### config.mk
export PLATFORM = sky130hd
export DESIGN_NAME = mrdbm_top
export DESIGN_NICKNAME = d
export VERILOG_FILES = /design/src/mrdbm_pkg.sv /design/src/mrdbm_map_if.sv /design/src/mrdbm_bank_map.sv /design/src/mrdbm_region_dec.sv /design/src/mrdbm_top.sv
export SDC_FILE = /design/constraint.sdc
export NUM_CORES = 1
export LEC_CHECK = 0
export ABC_AREA = 1
export BUFFER_PORTS_ARGS = -buffer_cell sky130_fd_sc_hd__buf_2
export CELL_PAD_IN_SITES_DETAIL_PLACEMENT = 1
export CELL_PAD_IN_SITES_GLOBAL_PLACEMENT = 1
export CORE_ASPECT_RATIO = 0.7
export CORE_MARGIN = 4
export CORE_UTILIZATION = 35
export CTS_BUF_LIST = sky130_fd_sc_hd__clkbuf_4 sky130_fd_sc_hd__clkbuf_8
export DETAILED_ROUTE_END_ITERATION = 12
export PLACE_DENSITY_LB_ADDON = 0.1
export SLEW_MARGIN = 30
export SYNTH_ARGS = -nofsm -noshare
export SYNTH_HDL_FRONTEND = slang
export SYNTH_SLANG_ARGS = --single-unit
### constraint.sdc
create_clock -name clk -period 4 [get_ports clk]
set_input_delay 0.8 -clock clk [delete_from_list [all_inputs] [get_ports clk]]
set_output_delay 0.8 -clock clk [all_outputs]
set_load 0.01 [all_outputs]
### src/mrdbm_pkg.sv
package mrdbm_pkg;

    // ------------------------------------------------------------
    // Memory map
    // ------------------------------------------------------------
    localparam logic [15:0] IO_LO         = 16'h0000;
    localparam logic [15:0] IO_HI         = 16'h007F;
    localparam logic [15:0] XIO_LO        = 16'h0F80;
    localparam logic [15:0] XIO_HI        = 16'h0FFF;
    localparam logic [15:0] RAM_LO        = 16'h0090;
    localparam logic [15:0] GPR_LO        = 16'h0100;
    localparam logic [15:0] GPR_HI        = 16'h01FF;
    localparam logic [15:0] FLASH_LO      = 16'hC000;
    localparam logic [15:0] NVR_LO        = 16'hFFBB;
    localparam logic [15:0] NVR_HI        = 16'hFFBF;
    localparam logic [15:0] VEC_LO        = 16'hFFC0;
    localparam logic [15:0] RAM_TOP_FULL  = 16'h047F;
    localparam logic [15:0] RAM_TOP_MID   = 16'h028F;
    localparam logic [15:0] RAM_TOP_SMALL = 16'h018F;
    localparam logic [7:0]  DIR_IO_HI     = 8'h7F;
    localparam logic [7:0]  DIR_RAM_LO    = 8'h90;
    localparam logic [2:0]  BANK_RST      = 3'h0;

    // ------------------------------------------------------------
    // Region select bits
    // ------------------------------------------------------------
    localparam int REGION_W = 8;
    localparam int RG_IO    = 0;
    localparam int RG_XIO   = 1;
    localparam int RG_RAM   = 2;
    localparam int RG_GPR   = 3;
    localparam int RG_FLASH = 4;
    localparam int RG_NVR   = 5;
    localparam int RG_VEC   = 6;
    localparam int RG_NONE  = 7;

    // ------------------------------------------------------------
    // Register bus
    // ------------------------------------------------------------
    localparam logic [3:0] OFS_BANK  = 4'h0;
    localparam logic [3:0] OFS_SYS   = 4'h4;
    localparam logic [3:0] OFS_LAST  = 4'h8;
    localparam logic [3:0] OFS_UNMAP = 4'hC;
    localparam int SYS_RSTOUT_BIT = 0;
    localparam int SYS_RSTIN_BIT  = 1;
    localparam int SYS_GPO_BIT    = 2;
    localparam int SYS_GPD_BIT    = 3;
    localparam int SYS_PIN_BIT    = 4;
    localparam int SYS_DBGLOW_BIT = 5;
    localparam int LAST_REG_LSB   = 16;
    localparam logic RSTOUT_RST = 1'b1;
    localparam logic RSTIN_RST = 1'b1;

endpackage

### src/mrdbm_map_if.sv
`timescale 1ns/1ps
interface mrdbm_map_if;
    logic [15:0] req_addr;
    logic        direct;
    logic [2:0]  bank;
    logic [15:0] ram_top;
    logic [15:0] phys;
    logic        bank_ok;
    logic [7:0]  region;
    modport mapper  (input req_addr, direct, bank, ram_top, output phys, bank_ok);
    modport decoder (input phys, bank_ok, ram_top, output region);
    modport ctrl    (output req_addr, direct, bank, ram_top, input phys, bank_ok, region);
endinterface

### src/mrdbm_bank_map.sv
`timescale 1ns/1ps
module mrdbm_bank_map (
    mrdbm_map_if.mapper m
);
    import mrdbm_pkg::*;

    logic [7:0] op;
    logic [3:0] bank_sel;

    always_comb begin
        op        = m.req_addr[7:0];
        bank_sel  = {1'b0, m.bank} + 4'h1;
        m.phys    = m.req_addr;
        m.bank_ok = 1'b1;
        if (m.direct) begin
            if (m.req_addr[15:8] != 8'h00) begin
                // Direct operands are one byte wide
                m.bank_ok = 1'b0;
            end else if (op <= DIR_IO_HI) begin
                m.phys = {8'h00, op};
            end else if (m.bank == BANK_RST) begin
                m.phys    = {8'h00, op};
                m.bank_ok = (op >= DIR_RAM_LO);
            end else begin
                m.phys    = {5'h00, bank_sel, op[6:0]};
                m.bank_ok = (m.phys <= m.ram_top);
            end
        end
    end

endmodule // mrdbm_bank_map

### src/mrdbm_region_dec.sv
`timescale 1ns/1ps
module mrdbm_region_dec (
    mrdbm_map_if.decoder d
);
    import mrdbm_pkg::*;

    always_comb begin
        d.region = '0;
        // One bit per access, holes fall to unmapped
        if (!d.bank_ok) begin
            d.region[RG_NONE] = 1'b1;
        end else if (d.phys <= IO_HI) begin
            d.region[RG_IO] = 1'b1;
        end else if (d.phys >= XIO_LO && d.phys <= XIO_HI) begin
            d.region[RG_XIO] = 1'b1;
        end else if (d.phys >= GPR_LO && d.phys <= GPR_HI && d.phys <= d.ram_top) begin
            d.region[RG_GPR] = 1'b1;
        end else if (d.phys >= RAM_LO && d.phys <= d.ram_top) begin
            d.region[RG_RAM] = 1'b1;
        end else if (d.phys >= NVR_LO && d.phys <= NVR_HI) begin
            d.region[RG_NVR] = 1'b1;
        end else if (d.phys >= VEC_LO) begin
            d.region[RG_VEC] = 1'b1;
        end else if (d.phys >= FLASH_LO) begin
            d.region[RG_FLASH] = 1'b1;
        end else begin
            d.region[RG_NONE] = 1'b1;
        end
    end

endmodule // mrdbm_region_dec

### src/mrdbm_top.sv
`timescale 1ns/1ps
module mrdbm_top #(
    parameter logic [15:0] RAM_TOP = mrdbm_pkg::RAM_TOP_FULL
) (
    // Clock and reset
    input  wire logic        clk,
    input  wire logic        arst_n,
    // Avalon-MM register slave
    input  wire logic [3:0]  avs_address,
    input  wire logic        avs_read,
    input  wire logic        avs_write,
    input  wire logic [31:0] avs_writedata,
    input  wire logic [3:0]  avs_byteenable,
    output logic      [31:0] avs_readdata,
    output logic             avs_waitrequest,
    // CPU access decode
    input  wire logic        cpu_valid,
    input  wire logic [15:0] cpu_addr,
    input  wire logic        cpu_direct,
    output logic             dec_valid,
    output logic [mrdbm_pkg::REGION_W-1:0] dec_region,
    output logic      [15:0] dec_phys,
    // Shared reset / port pin
    input  wire logic        rst_request,
    input  wire logic        shared_reset_port_pin_i,
    output logic             shared_reset_port_pin_o,
    output logic             shared_reset_port_pin_oe_n,
    output logic             ext_reset_n,
    output logic             gpio_in,
    // Debug pin
    input  wire logic        debug_mode,
    input  wire logic        debug_tx_low,
    input  wire logic        debug_comm_pin_i,
    output logic             debug_comm_pin_o,
    output logic             debug_comm_pin_oe_n,
    output logic             debug_rx
);
    import mrdbm_pkg::*;

    // ------------------------------------------------------------
    // State
    // ------------------------------------------------------------
    typedef struct packed {
        logic        wait_r;
        logic [31:0] rdata;
        logic [2:0]  bank;
        logic        rst_oe_en;
        logic        rst_in_sel;
        logic        gpo;
        logic        gpo_drv;
        logic        rst_s1;
        logic        rst_s2;
        logic        dbg_s1;
        logic        dbg_s2;
        logic        dbg_low_seen;
        logic        pin_o;
        logic        pin_oe_n;
        logic        ext_rst_n;
        logic        gpio_in;
        logic        dbg_oe_n;
        logic        dbg_rx;
        logic        dec_valid;
        logic [7:0]  dec_region;
        logic [15:0] dec_phys;
        logic [15:0] unmap_cnt;
    } mrdbm_state_type;

    // Pin drives reset low while the core is held in reset
    // Reset synchronisers start low to match, so no false release follows
    localparam mrdbm_state_type ST_RST = '{
        wait_r:     1'b1,
        rst_oe_en:  RSTOUT_RST,
        rst_in_sel: RSTIN_RST,
        dbg_s1:     1'b1,
        dbg_s2:     1'b1,
        pin_oe_n:   1'b0,
        ext_rst_n:  1'b0,
        gpio_in:    1'b1,
        dbg_oe_n:   1'b1,
        dbg_rx:     1'b1,
        default:    '0
    };

    mrdbm_state_type state_reg;
    mrdbm_state_type state_next;

    // ------------------------------------------------------------
    // Decode path
    // ------------------------------------------------------------
    mrdbm_map_if map_bus ();

    assign map_bus.req_addr = cpu_addr;
    assign map_bus.direct   = cpu_direct;
    assign map_bus.bank     = state_reg.bank;
    assign map_bus.ram_top  = RAM_TOP;

    mrdbm_bank_map u_bank_map (
        .m (map_bus)
    );

    mrdbm_region_dec u_region_dec (
        .d (map_bus)
    );

    // ------------------------------------------------------------
    // Next state
    // ------------------------------------------------------------
    logic        bus_req;
    logic        bus_commit;
    logic [31:0] rd_mux;
    logic        unmap_hit;

    always_comb begin
        bus_req    = avs_read || avs_write;
        bus_commit = bus_req && !state_reg.wait_r;
        unmap_hit  = cpu_valid && map_bus.region[RG_NONE];
        rd_mux     = 32'h0000_0000;
        case (avs_address)
            OFS_BANK:  rd_mux[2:0] = state_reg.bank;
            OFS_SYS: begin
                rd_mux[SYS_RSTOUT_BIT] = state_reg.rst_oe_en;
                rd_mux[SYS_RSTIN_BIT]  = state_reg.rst_in_sel;
                rd_mux[SYS_GPO_BIT]    = state_reg.gpo;
                rd_mux[SYS_GPD_BIT]    = state_reg.gpo_drv;
                rd_mux[SYS_PIN_BIT]    = state_reg.rst_s2;
                rd_mux[SYS_DBGLOW_BIT] = state_reg.dbg_low_seen;
            end
            OFS_LAST:  rd_mux = {8'h00, state_reg.dec_region, state_reg.dec_phys};
            OFS_UNMAP: rd_mux[15:0] = state_reg.unmap_cnt;
            default:   rd_mux = 32'h0000_0000;
        endcase

        state_next = state_reg;

        // One wait cycle, then the answer stands for one cycle
        if (bus_req && state_reg.wait_r) begin
            state_next.wait_r = 1'b0;
            state_next.rdata  = avs_read ? rd_mux : 32'h0000_0000;
        end else begin
            state_next.wait_r = 1'b1;
        end

        if (bus_commit && avs_write && avs_byteenable[0]) begin
            case (avs_address)
                OFS_BANK: state_next.bank = avs_writedata[2:0];
                OFS_SYS: begin
                    state_next.rst_oe_en  = avs_writedata[SYS_RSTOUT_BIT];
                    state_next.rst_in_sel = avs_writedata[SYS_RSTIN_BIT];
                    state_next.gpo        = avs_writedata[SYS_GPO_BIT];
                    state_next.gpo_drv    = avs_writedata[SYS_GPD_BIT];
                    // Write one clears the sticky debug flag
                    if (avs_writedata[SYS_DBGLOW_BIT]) begin
                        state_next.dbg_low_seen = 1'b0;
                    end
                end
                default: state_next.bank = state_reg.bank;
            endcase
        end

        // A write to OFS_UNMAP clears the miss counter; a miss in that cycle still counts
        if (bus_commit && avs_write && avs_address == OFS_UNMAP) begin
            state_next.unmap_cnt = unmap_hit ? 16'h0001 : 16'h0000;
        end else if (unmap_hit && state_reg.unmap_cnt != 16'hFFFF) begin
            state_next.unmap_cnt = state_reg.unmap_cnt + 16'h0001;
        end

        // Registered decode result
        state_next.dec_valid = cpu_valid;
        if (cpu_valid) begin
            state_next.dec_region = map_bus.region;
            state_next.dec_phys   = map_bus.phys;
        end

        // Pin synchronisers
        state_next.rst_s1 = shared_reset_port_pin_i;
        state_next.rst_s2 = state_reg.rst_s1;
        state_next.dbg_s1 = debug_comm_pin_i;
        state_next.dbg_s2 = state_reg.dbg_s1;

        // Shared reset pin function select
        if (state_reg.rst_in_sel) begin
            state_next.pin_o     = 1'b0;
            state_next.pin_oe_n  = !(state_reg.rst_oe_en && rst_request);
            state_next.ext_rst_n = state_reg.rst_s2 && !rst_request;
            state_next.gpio_in   = 1'b1;
        end else begin
            state_next.pin_o     = state_reg.gpo;
            state_next.pin_oe_n  = !state_reg.gpo_drv;
            state_next.ext_rst_n = !rst_request;
            state_next.gpio_in   = state_reg.rst_s2;
        end

        // Open-drain single-wire debug link
        if (debug_mode) begin
            state_next.dbg_oe_n = !debug_tx_low;
            state_next.dbg_rx   = state_reg.dbg_s2;
        end else begin
            state_next.dbg_oe_n = 1'b1;
            state_next.dbg_rx   = 1'b1;
        end

        // Tool pulling the pin low during our reset output is flagged
        if (!state_reg.pin_oe_n && !state_reg.dbg_s2) begin
            state_next.dbg_low_seen = 1'b1;
        end
    end

    always_ff @(posedge clk or negedge arst_n) begin
        if (!arst_n) begin
            state_reg <= ST_RST;
        end else begin
            state_reg <= state_next;
        end
    end

    // ------------------------------------------------------------
    // Outputs
    // ------------------------------------------------------------
    assign avs_readdata               = state_reg.rdata;
    assign avs_waitrequest            = state_reg.wait_r;
    assign dec_valid                  = state_reg.dec_valid;
    assign dec_region                 = state_reg.dec_region;
    assign dec_phys                   = state_reg.dec_phys;
    assign shared_reset_port_pin_o    = state_reg.pin_o;
    assign shared_reset_port_pin_oe_n = state_reg.pin_oe_n;
    assign ext_reset_n                = state_reg.ext_rst_n;
    assign gpio_in                    = state_reg.gpio_in;
    assign debug_comm_pin_o           = 1'b0;
    assign debug_comm_pin_oe_n        = state_reg.dbg_oe_n;
    assign debug_rx                   = state_reg.dbg_rx;

    // ------------------------------------------------------------
    // Assertions
    // ------------------------------------------------------------
    logic [15:0] exp_bank_phys;
    logic        cpu_plain;
    logic        cpu_dir;

    assign exp_bank_phys = GPR_LO + {6'h00, state_reg.bank - 3'h1, 7'h00}
                         + {9'h000, cpu_addr[6:0]};
    assign cpu_plain     = cpu_valid && !cpu_direct;
    assign cpu_dir       = cpu_valid && cpu_direct && cpu_addr[15:8] == 8'h00;
endmodule // mrdbm_top

==> results.json <==
{
  "critPathSlowestCell": "dfrtp_1",
  "power_w": 0.00205,
  "crit_path_max_fanout": 17,
  "antenna_cells": 0,
  "drv_cap": 0,
  "endpoint_kind": "register",
  "cts_buffer_depth": 2,
  "coreArea_um2": 12700,
  "whs_path_depth": 0,
  "fin_worst_skew_ps": 11.9,
  "hp-start": "state_next[48]",
  "synthToLayoutAreaGrowth_pct": 10.4,
  "status": "finished, final reports clean",
  "mostFrequentLayoutCells": "135 x nand2_1, 91 x buf_2, 76 x dfrtp_1, 62 x inv_1, 45 x nand3_1",
  "clock.fmax_mhz": 363,
  "ys_warn_count": 0,
  "vias_per_cell": 4.84,
  "dpl.hpwl_um": 10300,
  "cts_resized": 0,
  "grt_pass1_wl_um": 23100,
  "power_density_nw_per_um2": 402,
  "critPathArrivalTime_ps": 3050,
  "fin_hold_ws_ps": 363,
  "grt_start_max_net_pins": 70,
  "start_util_pct": 36.4,
  "ant_nets": 0,
  "finalSetupViolations": 0,
  "first_iter_violations": 178,
  "cp.required_ps": 4300,
  "worstMarginPinSlew_ps": 717,
  "regArea_um2": 2110,
  "antenna_found_initial": 0,
  "rsz0062_at_grt": "false",
  "fin_ws_ps": 1250,
  "cts_hold_buf": 0,
  "cp-startpoint": "map_bus.bank[0]",
  "slew-limit-headroom_pct": 52.1,
  "largest_reg_flops": 24,
  "post-route-min-period_ps": 2750,
  "wl_per_cell_um": 17.6,
  "die_h_um": 104,
  "clock_latency_ps": 360,
  "finalCritPeriodShare_pct": 68.8,
  "htreeDepth": 3,
  "rows": 34,
  "grt_usage_pct": 19.0,
  "yosysSeqAreaShare_pct": 45.8,
  "peakVddDrop_mv": 0.168,
  "vias": 3781,
  "boundaryPins": 132,
  "cts_made_buffers": 9,
  "synth_top_area_cell": "dfrtp_1",
  "clk_pin_slew_worst_paths_ps": 90,
  "multi_input_area_um2": 1810,
  "post-place-ws_ps": 985,
  "die_w_um": 145,
  "p_leak_nw": 2.59,
  "netlist_area_um2": 4610,
  "hold_class": "reg -> reg",
  "cp-start-kind": "register",
  "yosys-top-cells-area": "dfrtp_1 41%, nand2_1 11%, buf_4 9.4%",
  "totalWireLength_um": 13700,
  "slew_violations": 0,
  "yosys.cell_types.count": 35,
  "worstReg2RegEnd": "state_reg[4]",
  "postCtsSetupBuffers": 0,
  "n_fill_cell": 1575,
  "ys_seq_elements": 84,
  "grt_pass1_vias": 4151,
  "cts.sinks": 84,
  "drive_above_1_share_pct": 24.8,
  "critPathMaxStageDelay_ps": 430,
  "final.setup.tns_ps": 0,
  "final_common_cell": "nand2_1",
  "path_class": "reg -> reg",
  "cts_root_buf": "clkbuf_8",
  "remaining_drc_errors": 0,
  "io_buffers": 92,
  "crit_chain": "inv_1 -> ha_1 -> nand2_1 -> nand2_1 -> nor2_1 -> nand3_1 -> nand2_2 -> inv_1 -> nand3_2 -> nand2_1 -> nor2_1 -> nand2_1 -> nand2_2 -> nand3_4 -> nand2_4 -> nand2_1 -> nand2_1",
  "crit_path_frequent_cell": "nand2_1",
  "num-nets-final": 686,
  "routabilityCongestion": 0.857,
  "dr.pass1.iters": 4,
  "reg2reg_slack_ps": 1250,
  "reg2reg_from": "map_bus.bank[0]",
  "die_area_um2": 15100,
  "synth.top_cell.area_share_pct": 41.2,
  "r2r_cells": 17,
  "cts_tree": "done",
  "worst_hold_path.endpoint": "state_reg[48]",
  "hold_viol_final": 0,
  "avgSynthCellArea_um2": 8.17,
  "netlist_instances": 565,
  "grt_overflow_total": 0
}
## synthesized netlist by cell type
library cell / number
nand2_1: 135
dfrtp_1: 76
inv_1: 62
buf_4: 58
nand3_1: 45
nor2_1: 40
o21ai_0: 30
nand2_2: 17
xor2_1: 11
nor3_1: 10
clkbuf_1: 9
o221ai_1: 9
dfstp_2: 8
a21oi_1: 7
o22ai_1: 6
nand4_1: 5
ha_1: 4
o211ai_1: 4
o21ai_1: 4
nor4_1: 3
a221oi_1: 2
mux2_2: 2
nand3_2: 2
nor2_2: 2
nor2_4: 2
nor3_4: 2
nor3b_1: 2
a32o_1: 1
buf_2: 1
buf_6: 1
conb_1: 1
inv_2: 1
nand2_4: 1
nand3_4: 1
o2111ai_1: 1
## through the flow
step / cells / area, um^2 / util, %
final: 782 / 5090 / 40.2
after CTS: 782 / 5090 / 40.2
after global placement: 766 / 4880 / 38.5
after global routing: 782 / 5090 / 40.2
after floorplan: 573 / 4640 / -
after detailed placement: 766 / 4880 / 38.5
## cell families (layout without fill, tap and decap cells)
logic type               count (synthesis)  in the layout  synth area share, %
AO/OA/AOI/OAI                           64             64                 8.41
AND/OR/NAND/NOR                        267            267                 26.4
XOR/XNOR                                11             11                 2.09
buffers and inverters                  132            179                 15.6
adder cells (fa/ha/maj)                  4              4                 1.08
other                                    1              9               0.0813
multiplexers                             2              2                0.488
flip-flops                              84             84                 45.8
## cell type report
cell class / instances / area share (%)
repair buffers: 100 / 10.3
well taps: 162 / 3.98
clock buffers: 9 / 2.43
clock inverters: 7 / 1.62
flip-flops and latches: 84 / 41.5
inverters: 63 / 4.64
multi-input cells: 357 / 35.5
## power breakdown
group / switching [W] / total, W / internal (W)
Clock: 0.000350 / 0.000650 / 0.000300
Combinational: 0.000258 / 0.000388 / 0.000130
Sequential: 0.0000815 / 0.00101 / 0.000931
## worst max-delay path by stage
stage,endpoint,slack [ps],cells after the start
after detailed placement,state_reg[4],990,16
after floorplan,state_reg[10],1620,10
after global placement,state_reg[5],1080,16
after global routing,state_reg[4],950,16
final,state_reg[4],1250,17
after CTS,state_reg[4],1250,17
## metal layers
layer,wire length (um),vias up,GRT usage (%)
met5,0,-,0
met1,6950,1824,27.5
li1,-,1856,-
met4,144,0,4.40
met3,666,10,4.97
met2,5980,91,28.6
## critical path: cells and delay by family (launching register included)
| family | cells | cell delay, ps |
|---|---|---|
| simple gates | 14 | 1800 |
| fa+ha+maj | 1 | 220 |
| buf+inv | 2 | 220 |
| flops | 1 | 430 |
Note: power is estimated with default switching activity, not from simulation.
